--- src/logic/can_tx_regs.svh ---
// Register offsets, field positions and reset values of the transmit buffer
// bookkeeping block. Byte addresses on a 32-bit Avalon-MM slave.
`ifndef CAN_TX_REGS_SVH
`define CAN_TX_REGS_SVH

`define TXR_NUM_BUF 3
`define TXR_ADDR_W 5

`define TXR_OFF_EMPTY 5'h00
`define TXR_OFF_IRQ_EN 5'h04
`define TXR_OFF_ABORT_RQ 5'h08
`define TXR_OFF_ABORT_AK 5'h0c
`define TXR_OFF_CTRL 5'h10
`define TXR_OFF_STATUS 5'h14
`define TXR_OFF_EVENTS 5'h18
`define TXR_OFF_EVENT_MASK 5'h1c

`define TXR_CTRL_INIT_RQ 0
`define TXR_CTRL_LISTEN 1
`define TXR_STATUS_INIT_AK 0
`define TXR_EV_SENT_LSB 0
`define TXR_EV_ABORT_LSB 3
`define TXR_EV_W 6

`define TXR_RST_EMPTY 3'h7
`define TXR_RST_IRQ_EN 3'h0
`define TXR_RST_ABORT_RQ 3'h0
`define TXR_RST_ABORT_AK 3'h0
`define TXR_RST_CTRL 2'h0
`define TXR_RST_EVENTS 6'h00

`endif

--- src/logic/can_tx_pkg.sv ---
// Types shared by the transmit buffer bookkeeping block.
// Assumes the constants header is included alongside.
package can_tx_pkg;

	typedef logic [2:0] buf_mask_t;

	// Bus answer phase: wait one cycle, then answer
	typedef enum logic [0:0] {
		bus_wait = 1'b0,
		bus_answer = 1'b1
	} bus_phase_e;

endpackage : can_tx_pkg

--- src/logic/can_tx_buffer_abort_control.sv ---
// Transmit buffer empty, interrupt enable, abort request and abort
// acknowledge bookkeeping for three CAN transmit buffers.
// Assumes the transmit engine runs on the same clock as the bus slave.
//
// Functional notes
// - Empty flag per buffer, 1 means empty
// - Successful send sets the empty flag
// - Granted abort sets the empty flag
// - Empty and enabled holds transmit interrupt
// - Clearing empty flag clears abort acknowledge
// - Empty flag set clears abort request
// - Listen-only blocks flag clears and starts
// - Block buffer access while scheduled
// - Init mode holds the four buffer flag registers in reset
// - Buffer register writes accepted only outside init mode
// - Per-buffer enable gates empty interrupt
// - Grant abort if unstarted or failed
// - Abort sets empty and acknowledge flags
// - Writing zero never clears abort request
// - Acknowledge tells aborted from sent
// - Empty flag is write-one-to-clear
//
// The Avalon-MM register port and the placing of the registers are this design's own decisions.
`timescale 1ns/1ps
`include "can_tx_regs.svh"

module can_tx_buffer_abort_control
	import can_tx_pkg::*;
#(
	parameter int NUM_BUF = `TXR_NUM_BUF
) (
	input wire logic clock,
	input wire logic nrst,
	// Avalon-MM slave
	input wire logic [`TXR_ADDR_W-1:0] address,
	input wire logic read,
	input wire logic write,
	input wire logic [31:0] writedata,
	input wire logic [3:0] byteenable,
	output logic [31:0] readdata,
	output logic waitrequest,
	// Transmit engine
	output logic [NUM_BUF-1:0] tx_pending,
	output logic [NUM_BUF-1:0] tx_abort_pending,
	input wire logic [NUM_BUF-1:0] tx_busy,
	input wire logic [NUM_BUF-1:0] tx_done,
	input wire logic [NUM_BUF-1:0] tx_fail,
	// Message buffer access gate and interrupts
	output logic [NUM_BUF-1:0] buf_access_allow,
	output logic [NUM_BUF-1:0] tx_empty_irq,
	output logic irq
);

	// ***************************************
	// Bus slave
	// ***************************************

	bus_phase_e phase;
	logic [NUM_BUF-1:0] tx_buffer_empty_flag;
	logic [NUM_BUF-1:0] tx_empty_irq_enable;
	logic [NUM_BUF-1:0] abort_request_bit;
	logic [NUM_BUF-1:0] abort_acknowledge_flag;
	logic init_mode_request;
	logic init_mode_acknowledge;
	logic listen_only;
	logic [`TXR_EV_W-1:0] events;
	logic [`TXR_EV_W-1:0] event_mask;

	logic access;
	logic wr_take;
	logic rd_take;
	logic init_active;
	logic wr_open;
	logic [7:0] wbyte;

	assign access = read | write;
	assign waitrequest = access & (phase == bus_wait);
	assign wr_take = write & (phase == bus_answer) & byteenable[0];
	assign rd_take = read & (phase == bus_wait);
	assign wbyte = writedata[7:0];
	assign init_active = init_mode_request & init_mode_acknowledge;
	assign wr_open = ~init_mode_request & ~init_mode_acknowledge;

	function automatic logic hit(input logic [`TXR_ADDR_W-1:0] off);
		hit = (address == off);
	endfunction : hit

	// Every access waits exactly one cycle, so no address is left hanging
	always_ff @(posedge clock) begin
		if (!nrst) begin
			phase <= bus_wait;
		end else if (access && phase == bus_wait) begin
			phase <= bus_answer;
		end else begin
			phase <= bus_wait;
		end
	end

	always_ff @(posedge clock) begin
		if (!nrst) begin
			readdata <= 32'h0000_0000;
		end else if (rd_take) begin
			readdata <= 32'h0000_0000;
			unique case (address)
				`TXR_OFF_EMPTY: readdata[NUM_BUF-1:0] <= tx_buffer_empty_flag;
				`TXR_OFF_IRQ_EN: readdata[NUM_BUF-1:0] <= tx_empty_irq_enable;
				`TXR_OFF_ABORT_RQ: readdata[NUM_BUF-1:0] <= abort_request_bit;
				`TXR_OFF_ABORT_AK: readdata[NUM_BUF-1:0] <= abort_acknowledge_flag;
				`TXR_OFF_CTRL: begin
					readdata[`TXR_CTRL_INIT_RQ] <= init_mode_request;
					readdata[`TXR_CTRL_LISTEN] <= listen_only;
				end
				`TXR_OFF_STATUS: readdata[`TXR_STATUS_INIT_AK] <= init_mode_acknowledge;
				`TXR_OFF_EVENTS: readdata[`TXR_EV_W-1:0] <= events;
				`TXR_OFF_EVENT_MASK: readdata[`TXR_EV_W-1:0] <= event_mask;
				default: readdata <= 32'h0000_0000;
			endcase
		end
	end

	// ***************************************
	// Mode control
	// ***************************************

	always_ff @(posedge clock) begin
		if (!nrst) begin
			init_mode_request <= 1'b0;
			listen_only <= 1'b0;
		end else if (wr_take && hit(`TXR_OFF_CTRL)) begin
			init_mode_request <= wbyte[`TXR_CTRL_INIT_RQ];
			listen_only <= wbyte[`TXR_CTRL_LISTEN];
		end
	end

	// Acknowledge trails the request by one cycle, both ways
	always_ff @(posedge clock) begin
		if (!nrst) begin
			init_mode_acknowledge <= 1'b0;
		end else begin
			init_mode_acknowledge <= init_mode_request;
		end
	end

	// ***************************************
	// Buffer flags
	// ***************************************

	logic [NUM_BUF-1:0] sw_clear;
	logic [NUM_BUF-1:0] sw_abort;
	logic [NUM_BUF-1:0] grant;
	logic [NUM_BUF-1:0] sent;
	logic [NUM_BUF-1:0] next_empty;

	assign sw_clear = (wr_take && wr_open && !listen_only && hit(`TXR_OFF_EMPTY))
		? wbyte[NUM_BUF-1:0] : '0;
	assign sw_abort = (wr_take && wr_open && hit(`TXR_OFF_ABORT_RQ))
		? wbyte[NUM_BUF-1:0] : '0;

	assign sent = tx_done & ~tx_buffer_empty_flag;
	// abort only unstarted or failed
	// A success in the same cycle wins, so the acknowledge stays low
	assign grant = abort_request_bit & ~tx_buffer_empty_flag & ~tx_done
		& (~tx_busy | tx_fail);

	// grant sets empty
	// Hardware set wins over a software clear in the same cycle
	assign next_empty = (tx_buffer_empty_flag & ~sw_clear) | sent | grant;

	always_ff @(posedge clock) begin
		if (!nrst || init_active) begin
			tx_buffer_empty_flag <= `TXR_RST_EMPTY;
		end else begin
			tx_buffer_empty_flag <= next_empty;
		end
	end

	always_ff @(posedge clock) begin
		if (!nrst || init_active) begin
			tx_empty_irq_enable <= `TXR_RST_IRQ_EN;
		end else if (wr_take && wr_open && hit(`TXR_OFF_IRQ_EN)) begin
			tx_empty_irq_enable <= wbyte[NUM_BUF-1:0];
		end
	end

	always_ff @(posedge clock) begin
		if (!nrst || init_active) begin
			abort_request_bit <= `TXR_RST_ABORT_RQ;
		end else begin
			abort_request_bit <= (abort_request_bit | sw_abort) & ~next_empty;
		end
	end

	always_ff @(posedge clock) begin
		if (!nrst || init_active) begin
			abort_acknowledge_flag <= `TXR_RST_ABORT_AK;
		end else begin
			abort_acknowledge_flag <= grant
				| (abort_acknowledge_flag & ~(tx_buffer_empty_flag & ~next_empty));
		end
	end

	// ***************************************
	// Engine and buffer access
	// ***************************************

	assign tx_pending = listen_only ? '0 : ~tx_buffer_empty_flag;
	assign tx_abort_pending = abort_request_bit;
	assign buf_access_allow = tx_buffer_empty_flag;

	// ***************************************
	// Interrupts
	// ***************************************

	assign tx_empty_irq = tx_buffer_empty_flag & tx_empty_irq_enable;

	logic [`TXR_EV_W-1:0] ev_set;
	logic [`TXR_EV_W-1:0] ev_clr;

	assign ev_set = {grant, sent};
	assign ev_clr = (wr_take && hit(`TXR_OFF_EVENTS)) ? wbyte[`TXR_EV_W-1:0] : '0;

	// Sticky events; a set in the clear cycle survives
	always_ff @(posedge clock) begin
		if (!nrst) begin
			events <= `TXR_RST_EVENTS;
		end else begin
			events <= (events & ~ev_clr) | ev_set;
		end
	end

	always_ff @(posedge clock) begin
		if (!nrst) begin
			event_mask <= `TXR_RST_EVENTS;
		end else if (wr_take && hit(`TXR_OFF_EVENT_MASK)) begin
			event_mask <= wbyte[`TXR_EV_W-1:0];
		end
	end

	assign irq = |(events & event_mask);
endmodule : can_tx_buffer_abort_control

--- config.mk ---
export PLATFORM = sky130hd
export DESIGN_NAME = can_tx_buffer_abort_control
export DESIGN_NICKNAME = d
export VERILOG_FILES = /design/src/logic/can_tx_pkg.sv /design/src/logic/can_tx_buffer_abort_control.sv
export VERILOG_INCLUDE_DIRS = /design/src /design/src/logic
export SDC_FILE = /design/constraint.sdc
export NUM_CORES = 1
export LEC_CHECK = 0
export ABC_AREA = 1
export BUFFER_PORTS_ARGS = -buffer_cell sky130_fd_sc_hd__buf_2
export CAP_MARGIN = 25
export CELL_PAD_IN_SITES_DETAIL_PLACEMENT = 0
export CELL_PAD_IN_SITES_GLOBAL_PLACEMENT = 2
export CORE_ASPECT_RATIO = 0.8
export CORE_MARGIN = 4
export CORE_UTILIZATION = 25
export CTS_BUF_LIST = sky130_fd_sc_hd__clkbuf_4
export CTS_CLUSTER_SIZE = 10
export DETAILED_ROUTE_END_ITERATION = 6
export MAX_ROUTING_LAYER = met4
export PLACE_DENSITY = 0.88
export SLEW_MARGIN = 20
export SYNTH_ARGS = -nofsm -noshare
export SYNTH_HDL_FRONTEND = slang
export SYNTH_SLANG_ARGS = --single-unit
--- constraint.sdc ---
create_clock -name clock -period 2.39 [get_ports clock]
set_input_delay 0.717 -clock clock [delete_from_list [all_inputs] [get_ports clock]]
set_output_delay 0.717 -clock clock [all_outputs]
set_load 0.1 [all_outputs]
==> flow_summary_export.csv, run 1 <==
group,metric,value,unit
status,status,"finished, final reports clean",
setup_path,critPathRequiredTime,1.67,ns
global_routing,grtUsageTotal,0.120,
clocking,path_clk_slew,0.11,ns
global_routing,grt.overflow.total,0,
worst_hold_path,hold_end,"readdata[0]",
clocking,post_cts_buffers,0,
floorplanning,core_area,0.00753,sq mm
flow_run,drv_cap,0,
detailed_routing,detail-route-antenna-nets,0,
setup_path,cp.arrival,1.50,ns
logic_synthesis,yosysTopAreaCell,"dfxtp_1",
setup_path,reg2reg_depth,6,
detailed_routing,drc,0,
detailed_routing,drt-vias-per-instance,4.23,
floorplanning,dieWidth,107,um
global_routing,grt_max_degree,16,
pwr,finalPower,1240,uW
timing,timing.setup.tns,0,ns
cells_and_area,antenna_cells,0,
clocking,hold_buffers,0,
global_routing,first_global_vias,1662,
logic_synthesis,ys_types,30,
pwr,clkPwrFrac,0.259,
detailed_routing,num_vias,1844,
timing,final_max_slew_viol_count,0,
setup_path,end_kind,"primary output",
clocking,cts_buffers,5,
setup_path,reg2reg_to,"tx_abort_pending[1]",
timing,setup_viol,0,
cells_and_area,layout_common_cells,"nand2_1, buf_2, inv_1, dfxtp_1, nor2_1",
worst_hold_path,hp-start,"readdata[0]",
timing,finalCritPeriodShare,0.927,
clocking,clockBufferDepth,2,
timing,timing.final.crit_period,2.22,ns
clocking,clock-sinks,34,
placement,place_congestion,0.886,
pwr,p_per_area,540,mW/mm^2
cells_and_area,fillers,861,
logic_synthesis,syn_area_per_cell,6.99,sq um
worst_hold_path,hold_path_class,"flop to flop",
timing,hold_viol,0,
cells_and_area,final_cell_area,0.00230,sq mm
global_routing,grt_first_pass_wirelength,8.43,mm
cells_and_area,regArea,684,sq um
floorplanning,die_area,0.00934,sq mm
setup_path,r2r_slack,0.93,ns
clocking,root_buffer,"clkbuf_4",
logic_synthesis,synthCells,281,
placement,placed_area,0.00225,sq mm
pwr,internal_power,740,uW
setup_path,setup.worst_path.start_class,"flop",
placement,portBuffers,44,
logic_synthesis,seq_area_frac_synth,0.347,
cells_and_area,final_common_cell,"nand2_1",
clocking,ctsResizeCount,0,
clocking,cts_tree,"built",
logic_synthesis,ys_ff_latch,34,
timing,rsz0062_at_grt,"no",
logic_synthesis,syn-cell-area,0.00196,sq mm
floorplanning,placementRows,28,
floorplanning,start_util,0.261,
cells_and_area,layout-drive-gt1-share,0.254,
pwr,vdd_drop_max,0.000233,V
cells_and_area,layout.nets,384,
detailed_routing,drt_iter0_drc,90,
pwr,pwr-share-comb,0.275,
floorplanning,die_h,87.3,um
pwr,seqPwrFrac,0.465,
logic_synthesis,yosysWarnings,0,
timing,max_freq,451,MHz
detailed_routing,routedWlPerCell,12.5,um
setup_path,r2r-start,"phase",
setup_path,crit_type,"flop to primary output",
pwr,p_sw_frac,0.404,
floorplanning,pin_count,100,
timing,fin_skew,0.00453,ns
global_routing,antenna_found_initial,0,
detailed_routing,first_pass_iters,4,
pwr,leakagePower,0.00112,uW
cells_and_area,multiInputGateArea,993,sq um
detailed_routing,routed_wirelength,5.43,mm
logic_synthesis,yosys-top-cells-area,"dfxtp_1, buf_4, nand2_1, inv_1, a21oi_1",
worst_hold_path,hold_depth,2,
clocking,insertion_delay,0.34,ns
clocking,cts_max_level,2,
pwr,p_sw,502,uW
logic_synthesis,synth.top_cell.area_share,0.347,
setup_path,critPathMaxFanout,2,
placement,hpwl,4.45,mm
cells_and_area,areaGrowthSynthToFinish,17.2,%
[layer usage]
layer / share of wire / vias to the layer above / track usage
met5: 0 / - / -
met4: 0.0088 / 0 / 0.0314
met3: 0.069 / 5 / 0.0282
met2: 0.42 / 57 / 0.171
met1: 0.51 / 813 / 0.169
li1: - / 969 / -
[synth_stat cells]
| cell | count |
|---|---|
| nor2_4 | 2 |
| nand4_1 | 16 |
| o2111ai_1 | 1 |
| buf_2 | 1 |
| a21oi_1 | 24 |
| nor2_2 | 5 |
| buf_4 | 27 |
| dfxtp_1 | 34 |
| nand2_4 | 1 |
| nand3_1 | 4 |
| clkbuf_1 | 1 |
| o21ai_0 | 8 |
| buf_1 | 1 |
| o31ai_1 | 3 |
| nor2_1 | 31 |
| nor3_4 | 1 |
| buf_6 | 1 |
| clkinv_2 | 3 |
| nand2_1 | 46 |
| nor3_1 | 4 |
| nand3_2 | 2 |
| nand3b_1 | 1 |
| a211oi_1 | 3 |
| inv_2 | 5 |
| nand3_4 | 2 |
| o22ai_1 | 4 |
| o21ai_1 | 9 |
| inv_1 | 37 |
| o21bai_1 | 3 |
| conb_1 | 1 |
[sequential cells by signal, summed over array words and instances, names as in the netlist]
register	flops
init_mode_request	1
tx_empty_irq_enable	3
listen_only	1
phase	1
init_mode_acknowledge	1
readdata	6
event_mask	6
buf_access_allow	3
tx_abort_pending	3
events	6
abort_acknowledge_flag	3
[critical path: stages, from the launching register on]
cell,delay (ns)
dfxtp_1,0.35
inv_1,0.06
o22ai_1,0.15
a21oi_1,0.07
o2111ai_2,0.07
buf_2,0.46
[area by class of cell]
cell class                 count  area share
multi-input combinational    196       0.432
sequential                    34       0.297
clock buffer                   6      0.0196
tap                          105      0.0571
clock inverter                 2     0.00381
timing repair buffer          48       0.115
inverter                      45      0.0750
[worst max-delay path by stage]
stage	slack, ns	endpoint	depth (start not counted)	from
final	0.17	irq	5	events[4]
after CTS	0.15	irq	5	event_mask[4]
after global routing	0.05	irq	5	events[4]
after floorplan	0.13	waitrequest	2	write
after detailed placement	0.42	waitrequest	4	write
after global placement	0.42	abort_acknowledge_flag[2]	8	address[1]
[power groups by stage]
stage / Combinational [uW] / Clock [uW] / Sequential (uW)
2_1_floorplan: 279 / 0 / 626
3_3_place_gp: 341 / 0 / 591
3_5_place_dp: 341 / 0 / 591
4_1_cts: 342 / 338 / 578
5_1_grt: 358 / 364 / 579
6_report: 342 / 322 / 578
[through the flow]
step                 util  worst slack, ns  hold WS, ns  cells
global placement    0.298            0.423        0.451    428
global route        0.305           0.0515        0.496    436
finish              0.305            0.173        0.470    436
floorplan               -            0.134        0.439    306
CTS                 0.305            0.148        0.475    436
detailed placement  0.298            0.422        0.458    428
[cell families after synthesis]
kind of cell / synth area share
other: 0.00191
and+or+nand+nor: 0.292
AOI/OAI and AO/OA: 0.156
buffers and inverters: 0.203
DFF: 0.347
(Power assumes the default switching activity.)
==> inputs of run 2 (changes only) <==
--- a/constraint.sdc
+++ b/constraint.sdc
@@ -3,2 +3,2 @@
 set_output_delay 0.717 -clock clock [all_outputs]
-set_load 0.1 [all_outputs]
+set_load 0.005 [all_outputs]
==> flow_summary_export.csv, run 2 (synthesis gave the netlist of run 1 again) <==
group,metric,value,unit
status,status,"finished, final reports clean",
clocking,path_clk_slew,0.11,ns
clocking,clock-sinks,34,
global_routing,gr-usage-met3,0.0289,
global_routing,grt_first_pass_wirelength,8.42,mm
clocking,root_buffer,"clkbuf_4",
placement,place_congestion,0.806,
flow_run,drv_cap,0,
cells_and_area,antenna_cells,0,
setup_path,setup.worst_path.start_class,"flop",
pwr,p_per_area,451,mW/mm^2
cells_and_area,layout.nets,383,
placement,portBuffers,44,
global_routing,busiest_layer,"met1",
setup_path,cp.arrival,1.22,ns
pwr,leakagePower,0.00111,uW
floorplanning,die_h,87.3,um
global_routing,grt_util_met2,0.162,
detailed_routing,drt_iter0_drc,97,
detailed_routing,routed_wirelength,5.35,mm
clocking,post_cts_buffers,0,
global_routing,grt_max_degree,20,
setup_path,critPathMaxFanout,3,
global_routing,grt.overflow.total,0,
timing,final_max_slew_viol_count,0,
timing,hold_viol,0,
cells_and_area,layout_common_cells,"nand2_1, buf_2, inv_1, dfxtp_1, nor2_1",
cells_and_area,multiInputGateArea,977,sq um
clocking,insertion_delay,0.34,ns
detailed_routing,routedWlPerCell,12.3,um
floorplanning,start_util,0.261,
setup_path,r2r_slack,0.92,ns
timing,timing.final.crit_period,1.94,ns
floorplanning,dieWidth,107,um
global_routing,grtUsageTotal,0.119,
clocking,ctsResizeCount,0,
placement,hpwl,4.29,mm
clocking,hold_buffers,0,
worst_hold_path,hold_path_class,"flop to flop",
cells_and_area,layout-drive-gt1-share,0.227,
detailed_routing,drt-vias-per-instance,4.12,
clocking,cts_tree,"built",
clocking,cts_max_level,2,
cells_and_area,final_util,0.300,
floorplanning,core_area,0.00753,sq mm
floorplanning,placementRows,28,
cells_and_area,regArea,681,sq um
floorplanning,die_area,0.00934,sq mm
global_routing,use_met1,0.174,
setup_path,critPathRequiredTime,1.67,ns
detailed_routing,drc,0,
cells_and_area,fillers,879,
pwr,vdd_drop_max,0.000207,V
timing,rsz0062_at_grt,"no",
setup_path,crit_type,"flop to primary output",
cells_and_area,areaGrowthSynthToFinish,15.0,%
detailed_routing,detail-route-antenna-nets,0,
cells_and_area,final_common_cell,"nand2_1",
clocking,clockBufferDepth,2,
timing,fin_skew,0.00406,ns
global_routing,first_global_vias,1637,
detailed_routing,first_pass_iters,4,
setup_path,end_kind,"primary output",
timing,setup_viol,0,
floorplanning,pin_count,100,
global_routing,antenna_found_initial,0,
clocking,cts_buffers,5,
timing,timing.setup.tns,0,ns
cells_and_area,reg_top3,"event_mask x6, events x6, readdata x6",
detailed_routing,num_vias,1794,
timing,max_freq,516,MHz
timing,finalCritPeriodShare,0.811,
-- run 2: cell count changes in the layout (fill, tap and decap cells not counted), moves of 3 or more --
cell,previous run,this run
nor2_1,27,31
dfxtp_1,31,34
nor2_2,9,5
dfxtp_2,3,0
-- run 2: area by class of cell --
type,count,area share
clock buffer,6,0.0199
multi-input combinational,196,0.433
clock inverter,2,0.00388
tap,105,0.0582
sequential,34,0.301
timing repair buffer,47,0.107
inverter,45,0.0765
-- run 2: per-stage QoR --
stage | total power (uW) | hold slack [ns] | std cells | worst slack, ns | area, sq um
2_1_floorplan | 686 | 0.439 | 306 | 0.781 | 2060
3_3_place_gp | 707 | 0.452 | 427 | 0.371 | 2200
3_5_place_dp | 708 | 0.454 | 427 | 0.369 | 2200
4_1_cts | 1030 | 0.471 | 435 | 0.437 | 2260
5_1_grt | 1070 | 0.495 | 435 | 0.352 | 2260
6_report | 1020 | 0.470 | 435 | 0.451 | 2260
-- run 2: worst paths after layout --
kind / from / to / depth (start not counted)
setup / recovery: event_mask[5] / irq / 5
hold / removal: events[5] / events[5] / 2
setup reg to reg: phase / tx_abort_pending[0] / 6
hold reg to reg: events[5] / events[5] / 2
-- run 2: where the power goes --
part	switching (uW)	internal [uW]
clock	201	122
sequential	4.84	573
combinational	78.8	38.3
-- run 2: worst max-delay path, cell delays in order (launching register included) --
cell	delay, ns
dfxtp_1	0.31
inv_1	0.09
o22ai_1	0.09
a21oi_1	0.12
o2111ai_1	0.12
buf_2	0.15
-- run 2: per-layer routing --
metal  up-vias  share of wire
met4         0         0.0067
met2        38           0.41
met5         -              0
met1       788           0.53
li1        963              -
met3         5          0.051
